==> config.mk <==
export PLATFORM = sky130hd
export DESIGN_NAME = dpf_top
export DESIGN_NICKNAME = d
export VERILOG_FILES = /design/src/hw/dpf_pkg.sv /design/src/hw/dpf_top.sv
export SDC_FILE = /design/constraint.sdc
export NUM_CORES = 1
export LEC_CHECK = 0
export BUFFER_PORTS_ARGS = -buffer_cell sky130_fd_sc_hd__buf_2
export CAP_MARGIN = 20
export CORE_MARGIN = 2
export CORE_UTILIZATION = 45
export CTS_CLUSTER_SIZE = 8
export DETAILED_ROUTE_END_ITERATION = 10
export PLACE_DENSITY_LB_ADDON = 0.1
export SKIP_CTS_REPAIR_TIMING = 1
export SLEW_MARGIN = 0
export SYNTH_ARGS = -nofsm -noshare
export SYNTH_HDL_FRONTEND = slang
export SYNTH_SLANG_ARGS = --single-unit
==> constraint.sdc <==
create_clock -name pclk -period 4.83 [get_ports pclk]
set_input_delay 0.966 -clock pclk [delete_from_list [all_inputs] [get_ports pclk]]
set_output_delay 0.966 -clock pclk [all_outputs]
set_load 0.05 [all_outputs]
==> src/hw/dpf_pkg.sv <==
package dpf_pkg;
   // register byte offsets on the apb bus
   localparam logic [7:0] OFS_TX_PAGE_START = 8'h00;
   localparam logic [7:0] OFS_TX_LENGTH_LOW = 8'h04;
   localparam logic [7:0] OFS_TX_LENGTH_HIGH = 8'h08;
   localparam logic [7:0] OFS_RX_RING_FIRST_PAGE = 8'h0c;
   localparam logic [7:0] OFS_RX_RING_LAST_PAGE = 8'h10;
   localparam logic [7:0] OFS_RX_READ_POINTER = 8'h14;
   localparam logic [7:0] OFS_RX_WRITE_PAGE = 8'h18;
   localparam logic [7:0] OFS_LOCAL_DMA_ADDR_LOW = 8'h1c;
   localparam logic [7:0] OFS_LOCAL_DMA_ADDR_HIGH = 8'h20;
   localparam logic [7:0] OFS_REMOTE_START_LOW = 8'h24;
   localparam logic [7:0] OFS_REMOTE_START_HIGH = 8'h28;
   localparam logic [7:0] OFS_REMOTE_COUNT_LOW = 8'h2c;
   localparam logic [7:0] OFS_REMOTE_COUNT_HIGH = 8'h30;
   localparam logic [7:0] OFS_REMOTE_ADDR_NOW_LOW = 8'h34;
   localparam logic [7:0] OFS_REMOTE_ADDR_NOW_HIGH = 8'h38;
   localparam logic [7:0] OFS_CONTROL = 8'h3c;
   localparam logic [7:0] OFS_STATUS = 8'h40;
   // station address bytes 0..5 at 0x44 + 4*i, group filters 0..7 at 0x60 + 4*i
   localparam logic [7:0] OFS_STATION_BASE = 8'h44;
   localparam logic [7:0] OFS_GROUP_BASE = 8'h60;
   // control register bits
   localparam int CTL_TX_GO = 0;
   localparam int CTL_RDMA_GO = 1;
   localparam int CTL_RDMA_WORD = 2;
   localparam int CTL_PROMISC = 3;
   // status register bits
   localparam int STS_TX_BUSY = 0;
   localparam int STS_RDMA_BUSY = 1;
   localparam int STS_RX_ABORT = 2;
   localparam int STS_ACCEPT = 3;
   localparam int STS_MCAST = 4;
   localparam logic [7:0] RESET_BYTE = 8'h00;
   localparam logic [31:0] CRC_INIT = 32'hffffffff;
   localparam logic [31:0] CRC_POLY = 32'h04c11db7;
   localparam int DEST_BITS = 48;
   typedef enum logic [1:0] {DPF_RX_IDLE, DPF_RX_ADDR, DPF_RX_DATA} dpf_rx_state_t;
endpackage

==> src/hw/dpf_top.sv <==
// Implementation choices: the address map and the APB interface to the registers.
`timescale 1ns/1ns
// Functional notes
// - transmit start loads page into address high byte, low byte zero.
// - full programmed byte count is sent; nothing truncated above 1500.
// - transmit length split: high register bits 15..8, low bits 7..0.
// - ring first and last page registers hold address bits 15..8 only.
// - next receive page equal to read pointer aborts local dma.
// - write page holds first buffer of packet; restores pointer on error.
// - live local dma address readable as high and low bytes.
// - remote dma starts at start address and moves count bytes.
// - remote start and count registers supply low and high bytes.
// - each remote transfer advances address and reduces count by two or one.
// - present remote address readable as high and low bytes, live.
// - destination compared against six station bytes, bit by bit.
// - station byte 0 matches destination bits 7..0, byte 5 bits 47..40.
// - first destination bit received marks physical or multicast.
// - destination through crc; top six crc bits latched at last bit.
// - latched hash picks one of 64 filter bits; set bit accepts multicast.
// - receive page reaching ring last page wraps to ring first page.
// - crc uses the standard 32-bit ethernet polynomial.
module dpf_top (
   // apb
   input wire logic pclk,
   input wire logic presetn,
   input wire logic psel,
   input wire logic penable,
   input wire logic pwrite,
   input wire logic [7:0] paddr,
   input wire logic [31:0] pwdata,
   output logic [31:0] prdata,
   output logic pready,
   output logic pslverr,
   // local dma: transmit byte strobe and receive stream, same clock
   input wire logic tx_byte_done,
   input wire logic rx_start,
   input wire logic rx_bit_valid,
   input wire logic rx_bit,
   input wire logic rx_byte_done,
   input wire logic rx_error,
   input wire logic rx_end,
   // remote dma transfer strobe
   input wire logic rdma_xfer,
   // buffer memory address and status outputs
   output logic [15:0] local_addr,
   output logic [15:0] remote_addr,
   output logic tx_active,
   output logic rdma_active,
   output logic addr_accept,
   output logic addr_done
);
   logic [7:0] tx_page_start, tx_length_low, tx_length_high;
   logic [7:0] rx_ring_first_page, rx_ring_last_page, rx_read_pointer, rx_write_page;
   logic [7:0] remote_start_low, remote_start_high, remote_count_low, remote_count_high;
   logic [7:0] station_addr [6];
   logic [7:0] group_filter [8];
   logic [7:0] control;
   logic [15:0] tx_left, rdma_left;
   logic rx_abort;
   dpf_pkg::dpf_rx_state_t rx_state;
   logic [5:0] bit_cnt;
   logic [31:0] crc;
   logic [5:0] hash;
   logic dest_first_bit, station_ok, accept_q, mcast_q;
   logic wr_en, rd_en;
   logic [7:0] status;
   logic [31:0] next_crc;
   logic [7:0] next_page;

   assign pready = 1'b1;
   assign wr_en = psel & penable & pwrite;
   assign rd_en = psel & penable & ~pwrite;
   assign tx_active = (tx_left != 16'h0000);
   assign rdma_active = (rdma_left != 16'h0000);
   assign addr_accept = accept_q;

   // writable byte registers
   always_ff @(posedge pclk or negedge presetn) begin
      if (!presetn) begin
         tx_page_start <= dpf_pkg::RESET_BYTE;
         tx_length_low <= dpf_pkg::RESET_BYTE;
         tx_length_high <= dpf_pkg::RESET_BYTE;
         rx_ring_first_page <= dpf_pkg::RESET_BYTE;
         rx_ring_last_page <= dpf_pkg::RESET_BYTE;
         rx_read_pointer <= dpf_pkg::RESET_BYTE;
         remote_start_low <= dpf_pkg::RESET_BYTE;
         remote_start_high <= dpf_pkg::RESET_BYTE;
         remote_count_low <= dpf_pkg::RESET_BYTE;
         remote_count_high <= dpf_pkg::RESET_BYTE;
         control <= dpf_pkg::RESET_BYTE;
      end else begin
         // go bits are self-clearing so a write starts at most one run; transmit go is ignored while tx_active
         control[dpf_pkg::CTL_TX_GO] <= 1'b0;
         control[dpf_pkg::CTL_RDMA_GO] <= 1'b0;
         if (wr_en) begin
            case (paddr)
               dpf_pkg::OFS_TX_PAGE_START: tx_page_start <= pwdata[7:0];
               dpf_pkg::OFS_TX_LENGTH_LOW: tx_length_low <= pwdata[7:0];
               dpf_pkg::OFS_TX_LENGTH_HIGH: tx_length_high <= pwdata[7:0];
               dpf_pkg::OFS_RX_RING_FIRST_PAGE: rx_ring_first_page <= pwdata[7:0];
               dpf_pkg::OFS_RX_RING_LAST_PAGE: rx_ring_last_page <= pwdata[7:0];
               dpf_pkg::OFS_RX_READ_POINTER: rx_read_pointer <= pwdata[7:0];
               dpf_pkg::OFS_REMOTE_START_LOW: remote_start_low <= pwdata[7:0];
               dpf_pkg::OFS_REMOTE_START_HIGH: remote_start_high <= pwdata[7:0];
               dpf_pkg::OFS_REMOTE_COUNT_LOW: remote_count_low <= pwdata[7:0];
               dpf_pkg::OFS_REMOTE_COUNT_HIGH: remote_count_high <= pwdata[7:0];
               dpf_pkg::OFS_CONTROL: control <= pwdata[7:0];
               default: ;
            endcase
         end
      end
   end

   // station and group filter arrays
   genvar gi;
   generate
      for (gi = 0; gi < 8; gi++) begin : g_filt
         always_ff @(posedge pclk or negedge presetn) begin
            if (!presetn) begin
               group_filter[gi] <= dpf_pkg::RESET_BYTE;
            end else if (wr_en && paddr == dpf_pkg::OFS_GROUP_BASE + 8'(4 * gi)) begin
               group_filter[gi] <= pwdata[7:0];
            end
         end
         if (gi < 6) begin : g_sta
            always_ff @(posedge pclk or negedge presetn) begin
               if (!presetn) begin
                  station_addr[gi] <= dpf_pkg::RESET_BYTE;
               end else if (wr_en && paddr == dpf_pkg::OFS_STATION_BASE + 8'(4 * gi)) begin
                  station_addr[gi] <= pwdata[7:0];
               end
            end
         end
      end
   endgenerate

   // transmit local dma
   always_ff @(posedge pclk or negedge presetn) begin
      if (!presetn) begin
         tx_left <= 16'h0000;
      end else if (control[dpf_pkg::CTL_TX_GO] && !tx_active) begin
         tx_left <= {tx_length_high, tx_length_low};
      end else if (tx_active && tx_byte_done) begin
         tx_left <= tx_left - 16'h0001;
      end
   end

   // next receive page with ring wrap
   always_comb begin
      if (local_addr[15:8] + 8'h01 == rx_ring_last_page) begin
         next_page = rx_ring_first_page;
      end else begin
         next_page = local_addr[15:8] + 8'h01;
      end
   end

   // local dma address, shared by transmit and receive
   always_ff @(posedge pclk or negedge presetn) begin
      if (!presetn) begin
         local_addr <= 16'h0000;
         rx_abort <= 1'b0;
      end else if (control[dpf_pkg::CTL_TX_GO] && !tx_active) begin
         local_addr <= {tx_page_start, 8'h00};
      end else if (tx_active && tx_byte_done) begin
         local_addr <= local_addr + 16'h0001;
      end else if (rx_start) begin
         local_addr <= {rx_write_page, 8'h00};
         rx_abort <= 1'b0;
      end else if (rx_error) begin
         local_addr <= {rx_write_page, 8'h00};
      end else if (rx_byte_done && !rx_abort) begin
         if (local_addr[7:0] == 8'hff) begin
            if (next_page == rx_read_pointer) begin
               rx_abort <= 1'b1;
            end else begin
               local_addr <= {next_page, 8'h00};
            end
         end else begin
            local_addr <= local_addr + 16'h0001;
         end
      end
   end

   // write page advances past a good packet
   always_ff @(posedge pclk or negedge presetn) begin
      if (!presetn) begin
         rx_write_page <= dpf_pkg::RESET_BYTE;
      end else if (wr_en && paddr == dpf_pkg::OFS_RX_WRITE_PAGE) begin
         rx_write_page <= pwdata[7:0];
      end else if (rx_end && !rx_abort && !rx_error) begin
         rx_write_page <= next_page;
      end
   end

   // remote dma
   always_ff @(posedge pclk or negedge presetn) begin
      if (!presetn) begin
         remote_addr <= 16'h0000;
         rdma_left <= 16'h0000;
      end else if (control[dpf_pkg::CTL_RDMA_GO]) begin
         remote_addr <= {remote_start_high, remote_start_low};
         rdma_left <= {remote_count_high, remote_count_low};
      end else if (rdma_active && rdma_xfer) begin
         if (control[dpf_pkg::CTL_RDMA_WORD] && rdma_left > 16'h0001) begin
            remote_addr <= remote_addr + 16'h0002;
            rdma_left <= rdma_left - 16'h0002;
         end else begin
            remote_addr <= remote_addr + 16'h0001;
            rdma_left <= rdma_left - 16'h0001;
         end
      end
   end

   always_comb begin
      next_crc = {crc[30:0], 1'b0} ^ ((crc[31] ^ rx_bit) ? dpf_pkg::CRC_POLY : 32'h00000000);
   end

   // destination address filter, bit serial
   always_ff @(posedge pclk or negedge presetn) begin
      if (!presetn) begin
         rx_state <= dpf_pkg::DPF_RX_IDLE;
         bit_cnt <= 6'h00;
         crc <= dpf_pkg::CRC_INIT;
         hash <= 6'h00;
         dest_first_bit <= 1'b0;
         station_ok <= 1'b0;
         accept_q <= 1'b0;
         mcast_q <= 1'b0;
         addr_done <= 1'b0;
      end else begin
         addr_done <= 1'b0;
         case (rx_state)
            dpf_pkg::DPF_RX_IDLE: begin
               if (rx_start) begin
                  rx_state <= dpf_pkg::DPF_RX_ADDR;
                  bit_cnt <= 6'h00;
                  crc <= dpf_pkg::CRC_INIT;
                  station_ok <= 1'b1;
                  accept_q <= 1'b0;
               end
            end
            dpf_pkg::DPF_RX_ADDR: begin
               if (rx_bit_valid) begin
                  crc <= next_crc;
                  bit_cnt <= bit_cnt + 6'h01;
                  if (rx_bit != station_addr[bit_cnt[5:3]][bit_cnt[2:0]]) begin
                     station_ok <= 1'b0;
                  end
                  if (bit_cnt == 6'h00) begin
                     dest_first_bit <= rx_bit;
                  end
                  if (bit_cnt == 6'(dpf_pkg::DEST_BITS - 1)) begin
                     hash <= next_crc[31:26];
                     addr_done <= 1'b1;
                     mcast_q <= dest_first_bit;
                     accept_q <= control[dpf_pkg::CTL_PROMISC] | (dest_first_bit ?
                        group_filter[next_crc[31:29]][next_crc[28:26]] :
                        (station_ok && rx_bit == station_addr[5][7]));
                     rx_state <= dpf_pkg::DPF_RX_DATA;
                  end
               end
            end
            dpf_pkg::DPF_RX_DATA: begin
               if (rx_end || rx_error) begin
                  rx_state <= dpf_pkg::DPF_RX_IDLE;
               end
            end
            default: rx_state <= dpf_pkg::DPF_RX_IDLE;
         endcase
      end
   end

   assign status = {3'b000, mcast_q, accept_q, rx_abort, rdma_active, tx_active};

   // read mux
   always_comb begin
      prdata = 32'h00000000;
      pslverr = 1'b0;
      if (rd_en) begin
         case (paddr)
            dpf_pkg::OFS_TX_PAGE_START: prdata[7:0] = tx_page_start;
            dpf_pkg::OFS_TX_LENGTH_LOW: prdata[7:0] = tx_length_low;
            dpf_pkg::OFS_TX_LENGTH_HIGH: prdata[7:0] = tx_length_high;
            dpf_pkg::OFS_RX_RING_FIRST_PAGE: prdata[7:0] = rx_ring_first_page;
            dpf_pkg::OFS_RX_RING_LAST_PAGE: prdata[7:0] = rx_ring_last_page;
            dpf_pkg::OFS_RX_READ_POINTER: prdata[7:0] = rx_read_pointer;
            dpf_pkg::OFS_RX_WRITE_PAGE: prdata[7:0] = rx_write_page;
            dpf_pkg::OFS_LOCAL_DMA_ADDR_LOW: prdata[7:0] = local_addr[7:0];
            dpf_pkg::OFS_LOCAL_DMA_ADDR_HIGH: prdata[7:0] = local_addr[15:8];
            dpf_pkg::OFS_REMOTE_START_LOW: prdata[7:0] = remote_start_low;
            dpf_pkg::OFS_REMOTE_START_HIGH: prdata[7:0] = remote_start_high;
            dpf_pkg::OFS_REMOTE_COUNT_LOW: prdata[7:0] = remote_count_low;
            dpf_pkg::OFS_REMOTE_COUNT_HIGH: prdata[7:0] = remote_count_high;
            dpf_pkg::OFS_REMOTE_ADDR_NOW_LOW: prdata[7:0] = remote_addr[7:0];
            dpf_pkg::OFS_REMOTE_ADDR_NOW_HIGH: prdata[7:0] = remote_addr[15:8];
            dpf_pkg::OFS_CONTROL: prdata[7:0] = control;
            dpf_pkg::OFS_STATUS: prdata[7:0] = status;
            default: begin
               if (paddr >= dpf_pkg::OFS_STATION_BASE && paddr < dpf_pkg::OFS_GROUP_BASE - 8'h04
                   && paddr[1:0] == 2'b00) begin
                  prdata[7:0] = station_addr[3'((paddr - dpf_pkg::OFS_STATION_BASE) >> 2)];
               end else if (paddr >= dpf_pkg::OFS_GROUP_BASE && paddr < 8'h80
                   && paddr[1:0] == 2'b00) begin
                  prdata[7:0] = group_filter[3'((paddr - dpf_pkg::OFS_GROUP_BASE) >> 2)];
               end else begin
                  pslverr = 1'b1;
               end
            end
         endcase
      end
   end

   a_tx_addr_load: assert property (@(posedge pclk) disable iff (!presetn)
      control[dpf_pkg::CTL_TX_GO] && !tx_active |=> local_addr == {$past(tx_page_start), 8'h00})
      else $error("transmit start address wrong");
   a_tx_full_count: assert property (@(posedge pclk) disable iff (!presetn)
      control[dpf_pkg::CTL_TX_GO] && !tx_active |=>
      tx_left == {$past(tx_length_high), $past(tx_length_low)})
      else $error("transmit count not loaded");
   a_rdma_load: assert property (@(posedge pclk) disable iff (!presetn)
      control[dpf_pkg::CTL_RDMA_GO] |=> remote_addr == {$past(remote_start_high),
      $past(remote_start_low)})
      else $error("remote start not loaded");
   a_rdma_byte_step: assert property (@(posedge pclk) disable iff (!presetn)
      rdma_active && rdma_xfer && !control[dpf_pkg::CTL_RDMA_GO]
      && !control[dpf_pkg::CTL_RDMA_WORD] |=> remote_addr == $past(remote_addr) + 16'h0001)
      else $error("remote byte step wrong");
   a_rdma_hold: assert property (@(posedge pclk) disable iff (!presetn)
      !rdma_active && !control[dpf_pkg::CTL_RDMA_GO] |=> $stable(remote_addr))
      else $error("remote address moved while idle");
   a_rx_abort_hit: assert property (@(posedge pclk) disable iff (!presetn)
      rx_byte_done && !rx_abort && !rx_start && !rx_error && !tx_active
      && !control[dpf_pkg::CTL_TX_GO] && local_addr[7:0] == 8'hff
      && next_page == rx_read_pointer |=> rx_abort)
      else $error("boundary not caught");
   a_ring_wrap: assert property (@(posedge pclk) disable iff (!presetn)
      rx_byte_done && !rx_abort && !rx_start && !rx_error && !tx_active
      && !control[dpf_pkg::CTL_TX_GO] && local_addr[7:0] == 8'hff
      && local_addr[15:8] + 8'h01 == rx_ring_last_page && rx_ring_first_page != rx_read_pointer
      |=> local_addr == {$past(rx_ring_first_page), 8'h00})
      else $error("ring did not wrap");
   a_hash_latch: assert property (@(posedge pclk) disable iff (!presetn)
      addr_done |-> hash == $past(next_crc[31:26]))
      else $error("hash not latched");
endmodule // dpf_top

Word-level counts from Yosys, hierarchy flattened
Cells that the tools add are included.
- register bits: 318
- bits of input ports: 53
- output and inout bits: 70
- logic and storage cells: 257
- add/sub/neg operators: 10
- magnitude comparators: 11
- equality and inequality tests: 45
- mux-type cells: 73
- bitwise logic cells: 13
- reductions and logical operators: 65
- operator list (kind ; number):
    two-way mux 16 bit ; 15
    case mux 8 bit (17 select lines) ; 1
    == test 8 x 7 -> 1 bit, second input constant ; 15
    two-way mux 8 bit ; 14
    binary-select mux 8 bit (select 3 bit) ; 4
    == test 8 x 6 -> 1 bit, second input constant ; 8
    two-way mux 32 bit ; 2
    case mux 32 bit (2 select lines) ; 1
    adder 16 x 1 -> 16 bit, second input constant ; 2
    == test 8 x 5 -> 1 bit, second input constant ; 4
    nonzero test 16 bit ; 2
    subtractor 16 x 1 -> 16 bit, second input constant ; 2
    bitwise XOR 32 x 27 -> 32 bit ; 1
    logical AND 1 bit ; 27
    two-way mux 27 bit ; 1
    AND reduction 2 bit ; 12
    two-way mux 1 bit ; 21
    OR reduction 17 bit ; 1
    adder 16 x 2 -> 16 bit, second input constant ; 1
    == test 8 x 4 -> 1 bit, second input constant ; 2
    == test 8 bit ; 2
    >= comparator 4 bit, second input constant ; 4
    >= comparator 8 x 7 -> 1 bit, second input constant ; 2
    > comparator 16 x 1 -> 1 bit, second input constant ; 1
    38 further kinds ; 72

Depth between registers and ports, before layout
- depth in word-level cells: 14
- gate-level depth with buffers: 15
- mapped depth without buffers: 12

Worst setup path after synthesis
No wires, ideal clock.
- kind: input -> output
- from: in paddr[2]
- to: out prdata[1]
- arrival time: 4.290 ns
- required time: 3.864 ns
- slack: -0.426 ns
- stages: 9
- path buffers: 3
- path through: clkbuf_1 buf_1 inv_1 ha_1 xnor2_1 clkbuf_1 a22oi_1 o22a_1 a211oi_1
- cells in the longest elaborated chain, start to end: 9
- elaborated cells on any way between the ends: 39
- those cells by class: add/sub (2); order compare (4); eq/ne (16); mux (10); bitwise (2); reduce/logical (5)
- RTL lines (element ; RTL line ; source):
    start: declaration ; dpf_top.sv:29 ; input wire logic [7:0] paddr,
    subtractor 5 x 1 -> 5 bit ; dpf_top.sv:304 ; prdata[7:0] = group_filter[3'((paddr - dpf_pkg::OFS_GROUP_BASE) >> 2)];
    NOT 3 -> 4 bit (implied by the code) ; dpf_top.sv:304 ;
    binary-select mux 8 bit (select 3 bit) ; dpf_top.sv:304 ;
    two-way mux 8 bit (implied by the code) (2 in a row) ; dpf_top.sv:304 ;
    two-way mux 8 bit ; dpf_top.sv:302 ; end else if (paddr >= dpf_pkg::OFS_GROUP_BASE && paddr < 8'h80
    two-way mux 8 bit ; dpf_top.sv:299 ; if (paddr >= dpf_pkg::OFS_STATION_BASE && paddr < dpf_pkg::OFS_GROUP_BASE - 8'h04
    case mux 8 bit (17 select lines) * ; dpf_top.sv:280 ; case (paddr)
    two-way mux 8 bit * ; dpf_top.sv:279 ; if (rd_en) begin
    end: declaration ; dpf_top.sv:31 ; output logic [31:0] prdata,
Mark *: on every way between the ends. The rest lies on a longest branch, timed or not. The select of a mux whose other input is x is not followed.

Worst setup path in the final report
- from: in paddr[1]
- to: out prdata[0]
Same word-level chain as after synthesis.

==> impl_results.md <==
- Type of destination of the critical path: output pin
- Most frequent cells in the layout: 286 x sky130_fd_sc_hd__dfrtp_1, 164 x sky130_fd_sc_hd__mux2_2, 163 x sky130_fd_sc_hd__nand2_1
- Pin count of the biggest net entering global routing: 116
- Clock root buffer master: sky130_fd_sc_hd__clkbuf_16
- Cell Area, Synth: 17400 µm²
- Critical-path maximum fanout: 8
- First element of the critical path: paddr[1]
- Most used DFF post-synth: sky130_fd_sc_hd__dfrtp_1
- Final antenna-violating net count: 0
- Fmax achieved: 218 MHz
- Critical Path, Cell by Cell: buf_2 -> nor2_1 -> nand2_1 -> nor2_1 -> a22oi_1 -> nand3_1 -> a2111oi_0 -> a211oi_2 -> buf_2
- Class of the most critical hold timing path: in2async
- Starting density of the core: 45.4%
- Result of the run: completed
- Global-route wire length before repair: 83.1 mm
- Count of endpoints failing hold in the final timing report: 0
- Setup clock skew after layout: approximately 0.013 ns
- Pins Over Slew Limit: 0
- Full die area: about 40000 µm²
- Critical path arrival: between 3 and 4 ns
- Row cnt: 72
- Relative max-transition margin: a little under two fifths
- First-pass iteration count of the detailed router: 5
- Number of cells produced by synthesis: 1600
- Number of nets at the end of the flow: 1758
- Endpoint of the most critical register-to-register path: local_addr[9]$_DFFE_PN0P_
- Total met2 wirelength after detailed routing: 25.6 mm
- Wire length on met1: 23.5 mm
- I/O pin count: 123
- Slew of the pin with the lowest slew margin: ~0.94 ns
- Number of clock buffers inserted by TritonCTS: 45
- Standard cell area after detailed placement: 18500 µm²
- Fraction of the yosys area taken by sequential cells: between 40 and 50%
- Routed vias: 13500
- Met3 WL post-DR: 2.74 mm
- Die Y: 201 µm
- Final number of setup-violating endpoints: 0
- Clock Latency Late Sink: 0.57 ns
- HPWL after detailed placement: 37.6 mm
- Final global-route overflow total: 0
- Number of flops mapped to enable cells by yosys: 0
- Number of antenna violations at the first check in global routing: 0
- Post-layout min period: between 4 and 5 ns
- Maximum level of the CTS H-tree: 2
- Clock sinks: ~320
- Maximum resistive drop on vdd: 0.307 mV
- Number of buffer and inverter instances along the worst setup path: 2
- DRC marker count from the first detailed-route iteration: approximately 1000
- Power density cells: 436 nW/µm²
- Antenna diode count: 0
- Number of cell instances on the worst register-to-register path: 11
- Clock tree from TritonCTS: yes
- WL final: 53.8 mm
- Leak: 8.58 nW
- Average footprint of a synthesized cell: 10.9 µm²
- Source of the worst register-to-register timing path: local_addr[10]$_DFFE_PN0P_
- Core region area: 38500 µm²
- Summed negative setup slack over all endpoints: 0 ns
- Flip-flop and latch count after synthesis: 318
- Drt drc: 0
- Post-synth ARST share: 100%
- Reg-to-reg slack, setup: a little under 0.6 ns
- Maximum count of clock buffers along a single path: 3
- Final weighted congestion of routability-driven global placement: 0.955
- Number of unique standard cell types used by synthesis: 83
- Synthesis-to-layout area growth: 13.0%
- Count of buffers from port buffering: 73
- CP Data Required Time: between 3 and 4 ns
- Crit-path max cell delay: 0.66 ns
- Slowest CP cell: sky130_fd_sc_hd__nor2_1
- RSZ-0062 raised after global routing: false
- Via count of the first global-routing pass: 13500
- Number of maximum-capacitance violations: 0
- Highest signal layer in the routed design: met4
- Proportion of layout cells with a drive suffix above 1: between 20% and 30%
- Class of the most critical setup path: in2out
- Horizontal die dimension: about 200 µm
- Via count normalized by instance count: between 6 and 7
- Final std cell area, no fill: 19700 µm²
- Syn. warnings: 0
- Crit path launch type: input port
- Leading cell type in the layout, fill and taps excluded: sky130_fd_sc_hd__dfrtp_1
- Register clock-pin slew on the reported worst setup and hold paths: 0.05 ns
- Period Utilization, post-route: 94.8%
- Post-DR wirelength/cell: 24.1 µm
- Top cell family by delay on the critical path: simple AND/OR/NAND/NOR gates
- Global Route Usage Sum: approximately 27%
area by class of cell:
| cell class | instances | area (µm²) |
|---|---|---|
| clock buffers | 66 | 1230 |
| clock inverters | 1 | 16.3 |
| fillers | 3524 | 18800 |
| inverters | 32 | 120 |
| multi-input cells | 1171 | 8930 |
| flip-flops and latches | 318 | 8000 |
| well taps | 518 | 648 |
| repair buffers | 121 | 773 |
metrics by stage:
stage / power (mW) / cells / utilization (%) / setup WS [ns] / hold WS (ns)
final: 8.59 / 2227 / 51.2 / 0.253 / 0.442
after global routing: 9.03 / 2227 / 51.2 / 0.00876 / 0.515
after CTS: 8.67 / 2227 / 51.2 / 0.271 / 0.498
after detailed placement: 5.75 / 2160 / 48.0 / 0.338 / 0.486
after global placement: 5.70 / 2159 / 48.0 / 0.357 / 0.476
after floorplan: 5.08 / 1623 / - / 0.0405 / 0.461
worst max-delay path by stage:
stage | to | slack, ns | depth (start not counted)
after floorplan | prdata[1] | 0.04 | 9
after global placement | prdata[0] | 0.36 | 9
after detailed placement | prdata[0] | 0.34 | 9
after CTS | prdata[0] | 0.27 | 9
after global routing | prdata[0] | 0.009 | 9
final | prdata[0] | 0.25 | 9
Yosys cell counts, types with 16 or more instances:
cell	n	share of area, %
sky130_fd_sc_hd__xor2_1	19	0.95
sky130_fd_sc_hd__dfrtp_1	286	41
sky130_fd_sc_hd__a22o_1	25	1.3
sky130_fd_sc_hd__mux4_2	54	7.0
sky130_fd_sc_hd__inv_1	32	0.69
sky130_fd_sc_hd__clkbuf_1	55	1.2
sky130_fd_sc_hd__a21oi_1	54	1.5
sky130_fd_sc_hd__dfstp_2	32	4.8
sky130_fd_sc_hd__nand2_1	163	3.5
sky130_fd_sc_hd__o22a_1	21	1.1
sky130_fd_sc_hd__nor2_1	121	2.6
sky130_fd_sc_hd__nor3_1	34	0.98
sky130_fd_sc_hd__xnor2_1	44	2.2
sky130_fd_sc_hd__buf_4	28	1.2
sky130_fd_sc_hd__nand3_1	20	0.57
sky130_fd_sc_hd__mux2_2	164	11
sky130_fd_sc_hd__o21ai_0	116	3.3
sky130_fd_sc_hd__a221oi_1	27	1.4
sky130_fd_sc_hd__ha_1	16	1.1
sky130_fd_sc_hd__mux2i_1	35	2.0
sky130_fd_sc_hd__a22oi_1	28	1.2
logic make-up after synthesis:
logic type      Yosys count  synth area share (%)
buf+inv                 134                  3.64
flops                   318                  45.8
mux                     257                  19.8
compound gates          360                  14.1
simple gates            449                  12.1
fa+ha+maj                16                  1.15
other cells               2                0.0430
xor+xnor                 64                  3.29
power by group:
part	switching (mW)	internal [mW]	total, mW
logic	1.30	0.810	2.11
clock network	1.16	1.72	2.88
registers	0.516	3.08	3.60
state kept, by name, summed over array words and instances (netlist names), 16 cells and up:
signal	count
crc	32
group_filter	64
local_addr	16
rdma_left	16
remote_addr	16
station_addr	48
tx_left	16
layer usage:
layer	vias to the layer above	global-route usage, %
met5	-	0
met4	0	10.6
met3	112	3.64
met2	398	43.9
met1	6918	36.6
li1	6062	-
No activity file was read; power rests on OpenSTA's default activity.
